### src/rtl/asq_pkg.sv
// constants shared by the converter sequencer: register indices, field
// positions, reset values, clock divisors and timing counts.
// assumes a 50 MHz system clock; one oscillator period is one clock.
package asq_pkg;

   // ------------------------------------------------------------
   // register indices (byte address is four times the index)
   // ------------------------------------------------------------
   localparam logic [9:0] IDX_PORT_DATA    = 10'h005; // port data, analog pins read low
   localparam logic [9:0] IDX_GLOBAL_IRQ   = 10'h00B; // global_interrupt_control
   localparam logic [9:0] IDX_PERIPH_FLAGS = 10'h00C; // peripheral_flags_one
   localparam logic [9:0] IDX_RESULT       = 10'h01E; // conversion_result
   localparam logic [9:0] IDX_CTRL_MAIN    = 10'h01F; // converter_control_main
   localparam logic [9:0] IDX_PERIPH_EN    = 10'h08C; // peripheral_enables_one
   localparam logic [9:0] IDX_PIN_SETUP    = 10'h09F; // analog_pin_setup

   // ------------------------------------------------------------
   // field positions
   // ------------------------------------------------------------
   localparam int CM_CLK_LO  = 6;  // conv_clock_select, bits 7:6
   localparam int CM_CHAN_LO = 3;  // channel_select, bits 5:3
   localparam int CM_GO      = 2;  // conversion in progress
   localparam int CM_EN      = 0;  // module_enable
   localparam int FLAG_BIT   = 6;  // converter_irq_flag / converter_irq_enable
   localparam int GIE_BIT    = 7;  // global_irq_enable
   localparam int PERIPHERAL_IRQ_ENABLE_BIT   = 6;  // peripheral_irq_enable

   // ------------------------------------------------------------
   // encodings and reset values
   // ------------------------------------------------------------
   localparam logic [1:0] CLK_DIV2      = 2'h0;  // two oscillator periods
   localparam logic [1:0] CLK_DIV8      = 2'h1;  // eight
   localparam logic [1:0] CLK_DIV32     = 2'h2;  // thirty-two
   localparam logic [1:0] CLK_RC        = 2'h3;  // internal rc clock
   localparam logic [3:0] TRIG_MODE     = 4'hB;  // compare mode that starts conversions
   localparam logic [2:0] PIN_CFG_RESET = 3'h0;  // pins 0,1,2,3,5 analog
   localparam logic [5:0] MASK_ALL      = 6'h2F; // pins 0,1,2,3,5 analog
   localparam logic [5:0] MASK_PARTIAL  = 6'h0B; // pins 0,1,3 analog
   localparam logic [5:0] MASK_NONE     = 6'h00; // all digital

   // ------------------------------------------------------------
   // timing
   // ------------------------------------------------------------
   localparam logic [15:0] DIV_2          = 16'h0002;
   localparam logic [15:0] DIV_8          = 16'h0008;
   localparam logic [15:0] DIV_32         = 16'h0020;
   localparam int          CLK_PERIOD_NS  = 20;    // 50 MHz
   localparam int          RC_TAD_NS      = 4000;  // typical rc bit period
   localparam logic [15:0] RC_TAD_CYC     = 16'(RC_TAD_NS / CLK_PERIOD_NS);
   localparam logic [15:0] INSTR_CYC      = 16'h0004; // one instruction cycle
   localparam logic [3:0]  TAD_PER_CONV   = 4'h9;  // sample period plus 8 bits
   localparam logic [3:0]  POST_WAIT_TADS = 4'h2;  // settle after end or abort

   // sequencer states
   typedef enum logic [1:0] {
      ST_IDLE     = 2'b00,  // acquiring when enabled
      ST_RC_DELAY = 2'b01,  // one instruction cycle before rc conversion
      ST_CONVERT  = 2'b10,  // sampling period then bit decisions
      ST_SETTLE   = 2'b11   // two bit periods before next acquisition
   } asq_state_t;

endpackage

### src/rtl/asq_adc_ctrl.sv
// sequencer and register file for an 8-bit successive approximation converter.
// assumes an apb master on the register side, an analog core that samples
// while sample_enable is high and settles comp_high within one clock, and
// same-clock sleep and compare-unit signals.
`timescale 1ns/1ps

// Overview of operation
// - pin config field selects analog pins and reference
// - completion loads result, clears busy, sets flag
// - result register keeps value through reset
// - two bit periods before next acquisition
// - conversion lasts nine bit periods
// - clock select picks 2, 8, 32 or rc
// - port data reads zero on analog pins
// - clearing busy aborts, result unchanged
// - after abort in conversion, wait two periods, reacquire
// - rc clock delays start one instruction cycle
// - completion in sleep wakes only if enabled
// - sleep without rc aborts and powers off
// - reset clears control registers, aborts, pins analog
// - compare trigger starts conversion, clears timer
// - disabled module ignores trigger, timer still cleared
// - channel field routes channels zero to seven
// - result formed by successive approximation
module asq_adc_ctrl #(
   parameter logic [15:0] RC_DIV = asq_pkg::RC_TAD_CYC  // rc bit period in clocks
) (
   input  wire logic        clk,
   input  wire logic        reset,
   input  wire logic        psel,
   input  wire logic        penable,
   input  wire logic        pwrite,
   input  wire logic [11:0] paddr,
   input  wire logic [31:0] pwdata,
   output logic      [31:0] prdata,
   output logic             pready,
   output logic             pslverr,
   input  wire logic        comp_high,           // analog comparator, same clock
   input  wire logic [5:0]  port_pins,           // pin levels, asynchronous
   input  wire logic        sleep_mode,          // core is asleep
   input  wire logic        compare_trigger,     // special event pulse
   input  wire logic [3:0]  compare_mode_field,  // compare unit mode
   output logic      [5:0]  analog_pin_mask,
   output logic             vref_external,
   output logic      [2:0]  channel_out,
   output logic             sample_enable,
   output logic             module_power,
   output logic      [7:0]  dac_code,
   output logic             wake_request,
   output logic             timer_clear
);

   // ------------------------------------------------------------
   // declarations
   // ------------------------------------------------------------
   asq_pkg::asq_state_t state_ff, nxt_state;   // sequencer state
   logic        gie_ff, peripheral_irq_enable_ff;               // global interrupt bits, stored only
   logic        flag_ff, nxt_flag;             // converter_irq_flag
   logic        irq_en_ff;                     // converter_irq_enable
   logic [7:0]  result_ff;                     // conversion_result, never reset
   logic [1:0]  clksel_ff;                     // conv_clock_select
   logic [2:0]  chan_ff;                       // channel_select
   logic        go_ff, nxt_go;                 // conversion in progress
   logic        enable_ff;                     // module_enable
   logic [2:0]  pincfg_ff;                     // pin_config_field
   logic [5:0]  pin_s1_ff, pin_s2_ff;          // pin synchroniser
   logic [15:0] div_lat_ff, div_cnt_ff;        // bit period divider
   logic [15:0] phase_cyc_ff;                  // clocks spent in current state
   logic [3:0]  tad_idx_ff;                    // bit periods spent in current state
   logic [7:0]  sar_ff, mask_ff;               // trial value and bit under test
   logic [31:0] prdata_ff;
   logic        pready_ff, pslverr_ff;
   logic [5:0]  amask_ff;
   logic        vref_ff, sample_ff, power_ff, wake_ff, tclr_ff;
   logic [2:0]  chan_out_ff;

   // ------------------------------------------------------------
   // pin decode, shared by pin outputs and port reads
   // ------------------------------------------------------------
   // returns {external reference, analog mask}
   function automatic logic [6:0] pin_decode(input logic [2:0] cfg);
      if (cfg[2:1] == 2'b11) begin
         pin_decode = {1'b0, asq_pkg::MASK_NONE};         // all digital
      end else if (cfg[2]) begin
         pin_decode = {cfg[0], asq_pkg::MASK_PARTIAL};    // pins 2 and 5 digital
      end else begin
         pin_decode = {cfg[0], asq_pkg::MASK_ALL};        // odd codes use reference pin
      end
   endfunction

   // ------------------------------------------------------------
   // apb decode
   // ------------------------------------------------------------
   wire [9:0] idx       = paddr[11:2];                    // register index
   wire       aligned   = (paddr[1:0] == 2'b00);
   wire       acc_req   = psel & penable & ~pready_ff;   // first access cycle
   wire       acc_done  = psel & penable & pready_ff;    // completing edge
   wire       wr        = acc_done & pwrite;
   wire [7:0] wd        = pwdata[7:0];
   wire       hit_port  = aligned & (idx == asq_pkg::IDX_PORT_DATA);
   wire       hit_gic   = aligned & (idx == asq_pkg::IDX_GLOBAL_IRQ);
   wire       hit_flags = aligned & (idx == asq_pkg::IDX_PERIPH_FLAGS);
   wire       hit_res   = aligned & (idx == asq_pkg::IDX_RESULT);
   wire       hit_ctrl  = aligned & (idx == asq_pkg::IDX_CTRL_MAIN);
   wire       hit_en    = aligned & (idx == asq_pkg::IDX_PERIPH_EN);
   wire       hit_pins  = aligned & (idx == asq_pkg::IDX_PIN_SETUP);
   wire       known     = hit_port | hit_gic | hit_flags | hit_res | hit_ctrl
                        | hit_en | hit_pins;
   wire       wr_ctrl   = wr & hit_ctrl;

   // read values; unimplemented bits read zero
   wire [7:0] rd_ctrl = {clksel_ff, chan_ff, go_ff, 1'b0, enable_ff};
   wire [7:0] rd_gic  = {gie_ff, peripheral_irq_enable_ff, 6'h00};
   wire [7:0] rd_flag = {1'b0, flag_ff, 6'h00};
   wire [7:0] rd_en   = {1'b0, irq_en_ff, 6'h00};
   wire [7:0] rd_pins = {5'h00, pincfg_ff};
   wire [7:0] rd_port = {2'h0, pin_s2_ff & ~amask_ff};
   wire [7:0] rd_mux  = hit_ctrl  ? rd_ctrl :
                        hit_res   ? result_ff :
                        hit_gic   ? rd_gic :
                        hit_flags ? rd_flag :
                        hit_en    ? rd_en :
                        hit_pins  ? rd_pins :
                        hit_port  ? rd_port : 8'h00;

   // ------------------------------------------------------------
   // start, abort and completion terms
   // ------------------------------------------------------------
   wire trig_hit   = compare_trigger & (compare_mode_field == asq_pkg::TRIG_MODE);
   wire power_down = sleep_mode & (clksel_ff != asq_pkg::CLK_RC);
   wire sw_go_set  = wr_ctrl & wd[asq_pkg::CM_GO] & enable_ff;
   wire sw_go_clr  = wr_ctrl & ~wd[asq_pkg::CM_GO];
   wire trig_go    = trig_hit & enable_ff;
   wire go_set     = (sw_go_set | trig_go) & ~power_down;
   wire busy       = (state_ff == asq_pkg::ST_CONVERT) | (state_ff == asq_pkg::ST_RC_DELAY);
   // an abort that meets a fresh start in the same cycle is dropped
   wire abort      = busy & ~go_set & (sw_go_clr | power_down | ~enable_ff);
   wire tick       = (div_cnt_ff == div_lat_ff - 16'h0001);
   wire conv_tick  = (state_ff == asq_pkg::ST_CONVERT) & tick & ~abort;
   wire done       = conv_tick & (tad_idx_ff == asq_pkg::TAD_PER_CONV - 4'h1);
   // keep the trial bit if the input is at or above the trial level; the comparator
   // is read directly, as two synchroniser flops would outlast a two-clock bit period
   wire [7:0] resolved = comp_high ? sar_ff : (sar_ff & ~mask_ff);
   wire [6:0] pin_dec  = pin_decode(pincfg_ff);
   wire       state_chg = (nxt_state != state_ff);

   // bit period select; frozen while converting or settling
   wire [15:0] div_sel = (clksel_ff == asq_pkg::CLK_DIV2)  ? asq_pkg::DIV_2 :
                         (clksel_ff == asq_pkg::CLK_DIV8)  ? asq_pkg::DIV_8 :
                         (clksel_ff == asq_pkg::CLK_DIV32) ? asq_pkg::DIV_32 : RC_DIV;

   // ------------------------------------------------------------
   // sequencer next state
   // ------------------------------------------------------------
   always_comb begin
      nxt_state = state_ff;
      unique case (state_ff)
         asq_pkg::ST_IDLE: begin
            if (go_ff & enable_ff & ~power_down) begin
               // rc clock lets the core fall asleep before sampling ends
               nxt_state = (clksel_ff == asq_pkg::CLK_RC) ? asq_pkg::ST_RC_DELAY
                                                          : asq_pkg::ST_CONVERT;
            end
         end
         asq_pkg::ST_RC_DELAY: begin
            if (abort) begin
               nxt_state = asq_pkg::ST_IDLE;
            end else if (phase_cyc_ff == asq_pkg::INSTR_CYC - 16'h0001) begin
               nxt_state = asq_pkg::ST_CONVERT;
            end
         end
         asq_pkg::ST_CONVERT: begin
            if (abort | done) begin
               nxt_state = asq_pkg::ST_SETTLE;
            end
         end
         asq_pkg::ST_SETTLE: begin
            if (tick & (tad_idx_ff == asq_pkg::POST_WAIT_TADS - 4'h1)) begin
               nxt_state = asq_pkg::ST_IDLE;
            end
         end
      endcase
   end

   // set wins over every clear
   assign nxt_go   = go_set | (go_ff & ~(sw_go_clr | done | power_down | ~enable_ff));
   assign nxt_flag = done | ((wr & hit_flags) ? wd[asq_pkg::FLAG_BIT] : flag_ff);

   // ------------------------------------------------------------
   // registers
   // ------------------------------------------------------------
   // control registers, all cleared by reset
   always_ff @(posedge clk) begin
      if (reset) begin
         gie_ff    <= 1'b0;
         peripheral_irq_enable_ff   <= 1'b0;
         flag_ff   <= 1'b0;
         irq_en_ff <= 1'b0;
         clksel_ff <= asq_pkg::CLK_DIV2;
         chan_ff   <= 3'h0;
         go_ff     <= 1'b0;
         enable_ff <= 1'b0;
         pincfg_ff <= asq_pkg::PIN_CFG_RESET;
      end else begin
         flag_ff <= nxt_flag;
         go_ff   <= nxt_go;
         if (wr & hit_gic) begin
            gie_ff  <= wd[asq_pkg::GIE_BIT];
            peripheral_irq_enable_ff <= wd[asq_pkg::PERIPHERAL_IRQ_ENABLE_BIT];
         end
         if (wr & hit_en) begin
            irq_en_ff <= wd[asq_pkg::FLAG_BIT];
         end
         if (wr_ctrl) begin
            clksel_ff <= wd[asq_pkg::CM_CLK_LO +: 2];
            chan_ff   <= wd[asq_pkg::CM_CHAN_LO +: 3];
            enable_ff <= wd[asq_pkg::CM_EN];
         end
         if (wr & hit_pins) begin
            pincfg_ff <= wd[2:0];
         end
      end
   end

   // result: no reset on purpose, survives every reset
   always_ff @(posedge clk) begin
      if (done) begin
         result_ff <= resolved;
      end else if (wr & hit_res) begin
         result_ff <= wd;
      end
   end

   // two-stage synchroniser for the asynchronous pin levels
   always_ff @(posedge clk) begin
      pin_s1_ff <= port_pins;
      pin_s2_ff <= pin_s1_ff;
   end

   // state, divider and phase counters restart on each state change
   always_ff @(posedge clk) begin
      if (reset) begin
         state_ff     <= asq_pkg::ST_IDLE;
         div_lat_ff   <= asq_pkg::DIV_2;
         div_cnt_ff   <= 16'h0000;
         phase_cyc_ff <= 16'h0000;
         tad_idx_ff   <= 4'h0;
      end else begin
         state_ff     <= nxt_state;
         div_lat_ff   <= ((state_ff == asq_pkg::ST_IDLE) | (state_ff == asq_pkg::ST_RC_DELAY))
                         ? div_sel : div_lat_ff;
         div_cnt_ff   <= (state_chg | tick) ? 16'h0000 : div_cnt_ff + 16'h0001;
         phase_cyc_ff <= state_chg ? 16'h0000 : phase_cyc_ff + 16'h0001;
         tad_idx_ff   <= state_chg ? 4'h0 : (tick ? tad_idx_ff + 4'h1 : tad_idx_ff);
      end
   end

   // successive approximation, one decision per bit period
   always_ff @(posedge clk) begin
      if (reset) begin
         sar_ff  <= 8'h00;
         mask_ff <= 8'h00;
      end else if (conv_tick & (tad_idx_ff == 4'h0)) begin
         sar_ff  <= 8'h80;                            // msb trial first
         mask_ff <= 8'h80;
      end else if (conv_tick) begin
         sar_ff  <= resolved | (mask_ff >> 1);
         mask_ff <= mask_ff >> 1;
      end
   end

   // apb answer: one wait state, error for unmapped addresses
   always_ff @(posedge clk) begin
      if (reset) begin
         pready_ff  <= 1'b0;
         pslverr_ff <= 1'b0;
         prdata_ff  <= 32'h0000_0000;
      end else begin
         pready_ff  <= acc_req;
         pslverr_ff <= acc_req & ~known;
         if (acc_req) begin
            prdata_ff <= pwrite ? 32'h0000_0000 : {24'h00_0000, rd_mux};
         end
      end
   end

   // pin, analog core and event outputs
   always_ff @(posedge clk) begin
      if (reset) begin
         amask_ff    <= asq_pkg::MASK_ALL;    // pins 0,1,2,3,5 analog
         vref_ff     <= 1'b0;
         chan_out_ff <= 3'h0;
         sample_ff   <= 1'b0;
         power_ff    <= 1'b0;
         wake_ff     <= 1'b0;
         tclr_ff     <= 1'b0;
      end else begin
         amask_ff    <= pin_dec[5:0];
         vref_ff     <= pin_dec[6];
         chan_out_ff <= chan_ff;
         // acquire in idle, in the rc start delay and during the first bit period of a conversion
         sample_ff   <= enable_ff & ~power_down & ((state_ff == asq_pkg::ST_IDLE)
                        | (state_ff == asq_pkg::ST_RC_DELAY)
                        | ((state_ff == asq_pkg::ST_CONVERT) & (tad_idx_ff == 4'h0)));
         power_ff    <= enable_ff & ~power_down;
         wake_ff     <= done & sleep_mode & irq_en_ff;
         tclr_ff     <= trig_hit;
      end
   end

   assign prdata          = prdata_ff;
   assign pready          = pready_ff;
   assign pslverr         = pslverr_ff;
   assign analog_pin_mask = amask_ff;
   assign vref_external   = vref_ff;
   assign channel_out     = chan_out_ff;
   assign sample_enable   = sample_ff;
   assign module_power    = power_ff;
   assign dac_code        = sar_ff;
   assign wake_request    = wake_ff;
   assign timer_clear     = tclr_ff;
endmodule

### config.mk
export PLATFORM = sky130hd
export DESIGN_NAME = asq_adc_ctrl
export DESIGN_NICKNAME = d
export VERILOG_FILES = /design/src/rtl/asq_pkg.sv /design/src/rtl/asq_adc_ctrl.sv
export SDC_FILE = /design/constraint.sdc
export NUM_CORES = 1
export LEC_CHECK = 0
export BUFFER_PORTS_ARGS = -buffer_cell sky130_fd_sc_hd__buf_2
export CAP_MARGIN = 5
export CORE_ASPECT_RATIO = 0.7
export CORE_MARGIN = 3
export CORE_UTILIZATION = 47
export CTS_CLUSTER_SIZE = 12
export DETAILED_ROUTE_END_ITERATION = 7
export PLACE_DENSITY_LB_ADDON = 0.15
export SYNTH_ARGS = -nofsm -noshare
export SYNTH_HDL_FRONTEND = slang
export SYNTH_SLANG_ARGS = --single-unit
### constraint.sdc
create_clock -name clk -period 5.1 [get_ports clk]
set_input_delay 0.51 -clock clk [delete_from_list [all_inputs] [get_ports clk]]
set_output_delay 0.51 -clock clk [all_outputs]
set_load 0.01 [all_outputs]
==> metrics.md <==
| Metric | Value |
|---|---|
| Post-synth EDFFs | 8 |
| PwrDens | around 290 mW/mm^2 |
| Status | completed |
| Fin crit period | just under 4 ns |
| Reg2reg setup slack | ~1.2 ns |
| Synth warnings | 0 |
| Iter 0 DRT Violations | roughly 390 |
| Finished Layout Cells | about 800 |
| Layout cells sized above 1 | around 17% |
| FFs w/ async S/R, synth | 0% |
| Post-route ant nets | 0 |
| Crit Reg-Reg Startpoint | div_lat_ff[1] |
| Vias per cell | 5.30 |
| Clock Tree Buf Depth | 2 |
| Largest area contributor in the netlist | dfxtp_1 |
| Main area contributors after synthesis | dfxtp_1, nand2_1, edfxtp_1, a21oi_1, xor2_1 |
| Pins Over Slew Limit | 0 |
| Top-area cell type share of the netlist area | slightly below 40% |
| Post-route cell area | around 0.006 sq mm |
| Final setup vio count | 0 |
| Fillers | approximately 980 |
| Placed Cells incl. Taps | 792 |
| CP startpoint kind | register |
| Post-synth top flop | dfxtp_1 |
| Worst setup path class | register to register |
| Arr. time, crit path | 4.14 ns |
| Vert. Die Dim | around 95 um |
| CTS tree | built |
| CP Max Fanout | 36 |
| Top cells by count, synth | dfxtp_1, nand2_1, nor2_1, a21oi_1, buf_4 |
| Clock Latency Late Sink | 0.36 ns |
| Die area | between 0.01 and 0.015 sq mm |
| Hold_buf cts | 0 |
| Crit share post-route | between 70 and 80% |
| Yosys reg bits | approximately 110 |
| RePlAce Congestion | slightly above 0.8 |
| Core Box Area | roughly 0.011 sq mm |
| Worst clock skew | between 0.008 and 0.009 ns |
| Wirelength per Cell | between 10 and 15 um |
| CP required | roughly 5.3 ns |
| Max VDD drop | between 0.15 and 0.2 mV |
| Max-cap violation count | 0 |
| Vias in the first global route | roughly 3900 |
| Synth-to-layout area growth | 11.5% |
| Worst Hold Class | input port to register |
| Gate Count Post-Synth | around 600 |
| CTS sink cnt | 112 |
| Htree depth | 3 |
| Hold Crit Start | port_pins[2] |
| CP Launch Point | div_lat_ff[1] |
| Slew headroom | between 10% and 20% |
| Total negative slack | 0 ns |
| DRC Markers | 0 |
| Effective utilization at floorplan | between 40% and 50% |
| Detailed placement HPWL | just under 9 mm |
| Number of CTS-inserted buffers | 9 |
| Clock edge transition at the registers on the reported setup and hold paths | 0.08 ns |
| Core Rows | 31 |
| I/O pins | 118 |
| Largest net degree at the start of global routing | 42 |
| Resized Gates After CTS | 0 |
| Crit path capture type | register |
| Gr usage total | around a fifth |
| Synth unique cells | just over 60 |
| Clock root buffer master | clkbuf_16 |
| Tightest Pin Transition | between 1 and 1.5 ns |
| RSZ-0062 raised after global routing | no |
| Mapped cell area | around 0.0053 sq mm |
| Most frequent cell after synthesis | dfxtp_1 |
| Via Count | 4281 |
| Fin nets | roughly 730 |
| Die W | 133 um |
| First-pass GRT wire length | just under 20 mm |
| First-pass iteration count of the detailed router | 6 |
| Syn avg cell area | roughly 9 sq um |
| Final hold viol count | 0 |
| Drt total wl | around 12 mm |
| Leakage power | 2.27 nW |
| Initial antenna violation count | 0 |
| Post-CTS setup buffer count | 0 |
| Fin util | 55.3% |
| Total gr overflow | 0 |
| Ant diodes | 0 |
| Seq/Total Area, Yosys | between 40 and 50% |
| Fmax | about 0.25 GHz |
| Area post-placement | between 0.005 and 0.006 sq mm |
| I/O Buffers | ~70 |
-- critical path, cell delays in order (launching register included) --
cell and delay (ns):
dfxtp_1 0.36, nor4_1 0.60, ha_1 0.37, xnor2_1 0.13
nor4_1 0.43, nand4b_1 0.28, o31a_1 0.40, nand2b_1 0.19
o2111ai_4 0.90, nor2_1 0.13
-- final timing paths --
check,to,cells after the start
max reg2reg,phase_cyc_ff[7],9
min,pin_s1_ff[2],1
max,phase_cyc_ff[7],9
min reg2reg,pin_s2_ff[1],0
-- registers in the layout (all words and copies together), names as in the netlist, 2 cells and up --
register         count
pincfg_ff            3
clksel_ff            2
result_ff            8
div_cnt_ff          16
channel_out          3
analog_pin_mask      2
phase_cyc_ff        16
dac_code             8
pin_s2_ff            6
state_ff             2
mask_ff              8
chan_ff              3
pin_s1_ff            6
div_lat_ff           4
tad_idx_ff           4
prdata               8
-- layout make-up --
class	instances	area, sq um	share of cell area (%)
multi-input combinational	441	2630	44.8
sequential	112	2320	39.5
timing repair buffer	68	340	5.79
clock buffer	9	225	3.83
tap	148	185	3.15
inverter	23	86.3	1.47
clock inverter	7	81.3	1.38
-- cells by family after synthesis --
group                    Yosys count  synth area share, %
AND/OR/NAND/NOR                  255                 24.7
flip-flops                       112                 44.1
AO/OA/AOI/OAI                    103                 12.8
buffers and inverters             69                 7.63
XOR/XNOR                          38                 6.32
adder cells (fa/ha/maj)           12                 2.85
multiplexers                       8                 1.52
other                              1               0.0712
-- placed cells by master (no fill, tap or decap), drive strengths merged, types with 9 or more instances in the layout --
| master | netlist | routed |
|---|---|---|
| nand3 | 26 | 26 |
| nor2b | 9 | 9 |
| ha | 12 | 12 |
| conb | 1 | 25 |
| inv | 23 | 27 |
| xnor2 | 13 | 13 |
| a21bo | 9 | 9 |
| dfxtp | 104 | 104 |
| a21oi | 47 | 47 |
| o21ai | 22 | 22 |
| xor2 | 25 | 25 |
| nand2 | 75 | 75 |
| nor2 | 58 | 58 |
| and3 | 9 | 9 |
| clkbuf | 8 | 9 |
| buf | 38 | 68 |
| nor3 | 28 | 28 |
-- where the power goes --
| group | internal (mW) | switching [mW] | leakage (nW) |
|---|---|---|---|
| registers | 0.894 | 0.00810 | 0.916 |
| clock network | 0.351 | 0.354 | 0.150 |
| logic | 0.0273 | 0.0563 | 1.21 |
| total | 1.27 | 0.418 | 2.27 |
-- per-stage QoR --
stage                     setup slack, ns  hold slack [ns]  total power [mW]
final                                1.15            0.247              1.69
after global routing                0.838            0.226              1.75
after CTS                            1.09            0.233              1.71
after detailed placement             1.08            0.313              1.01
after global placement               1.34            0.310              1.00
after floorplan                      2.15            0.310             0.989
-- per-layer routing --
metal	share of wire, %	vias to the layer above	global-route usage [%]	wire [um]
met1	52	2001	29.2	6110
li1	-	2129	-	-
met2	39	142	26.2	4600
met4	0.92	0	5.62	108
met3	7.5	9	4.69	875
met5	0	-	0	0
Power figures use the tool's default switching activity.
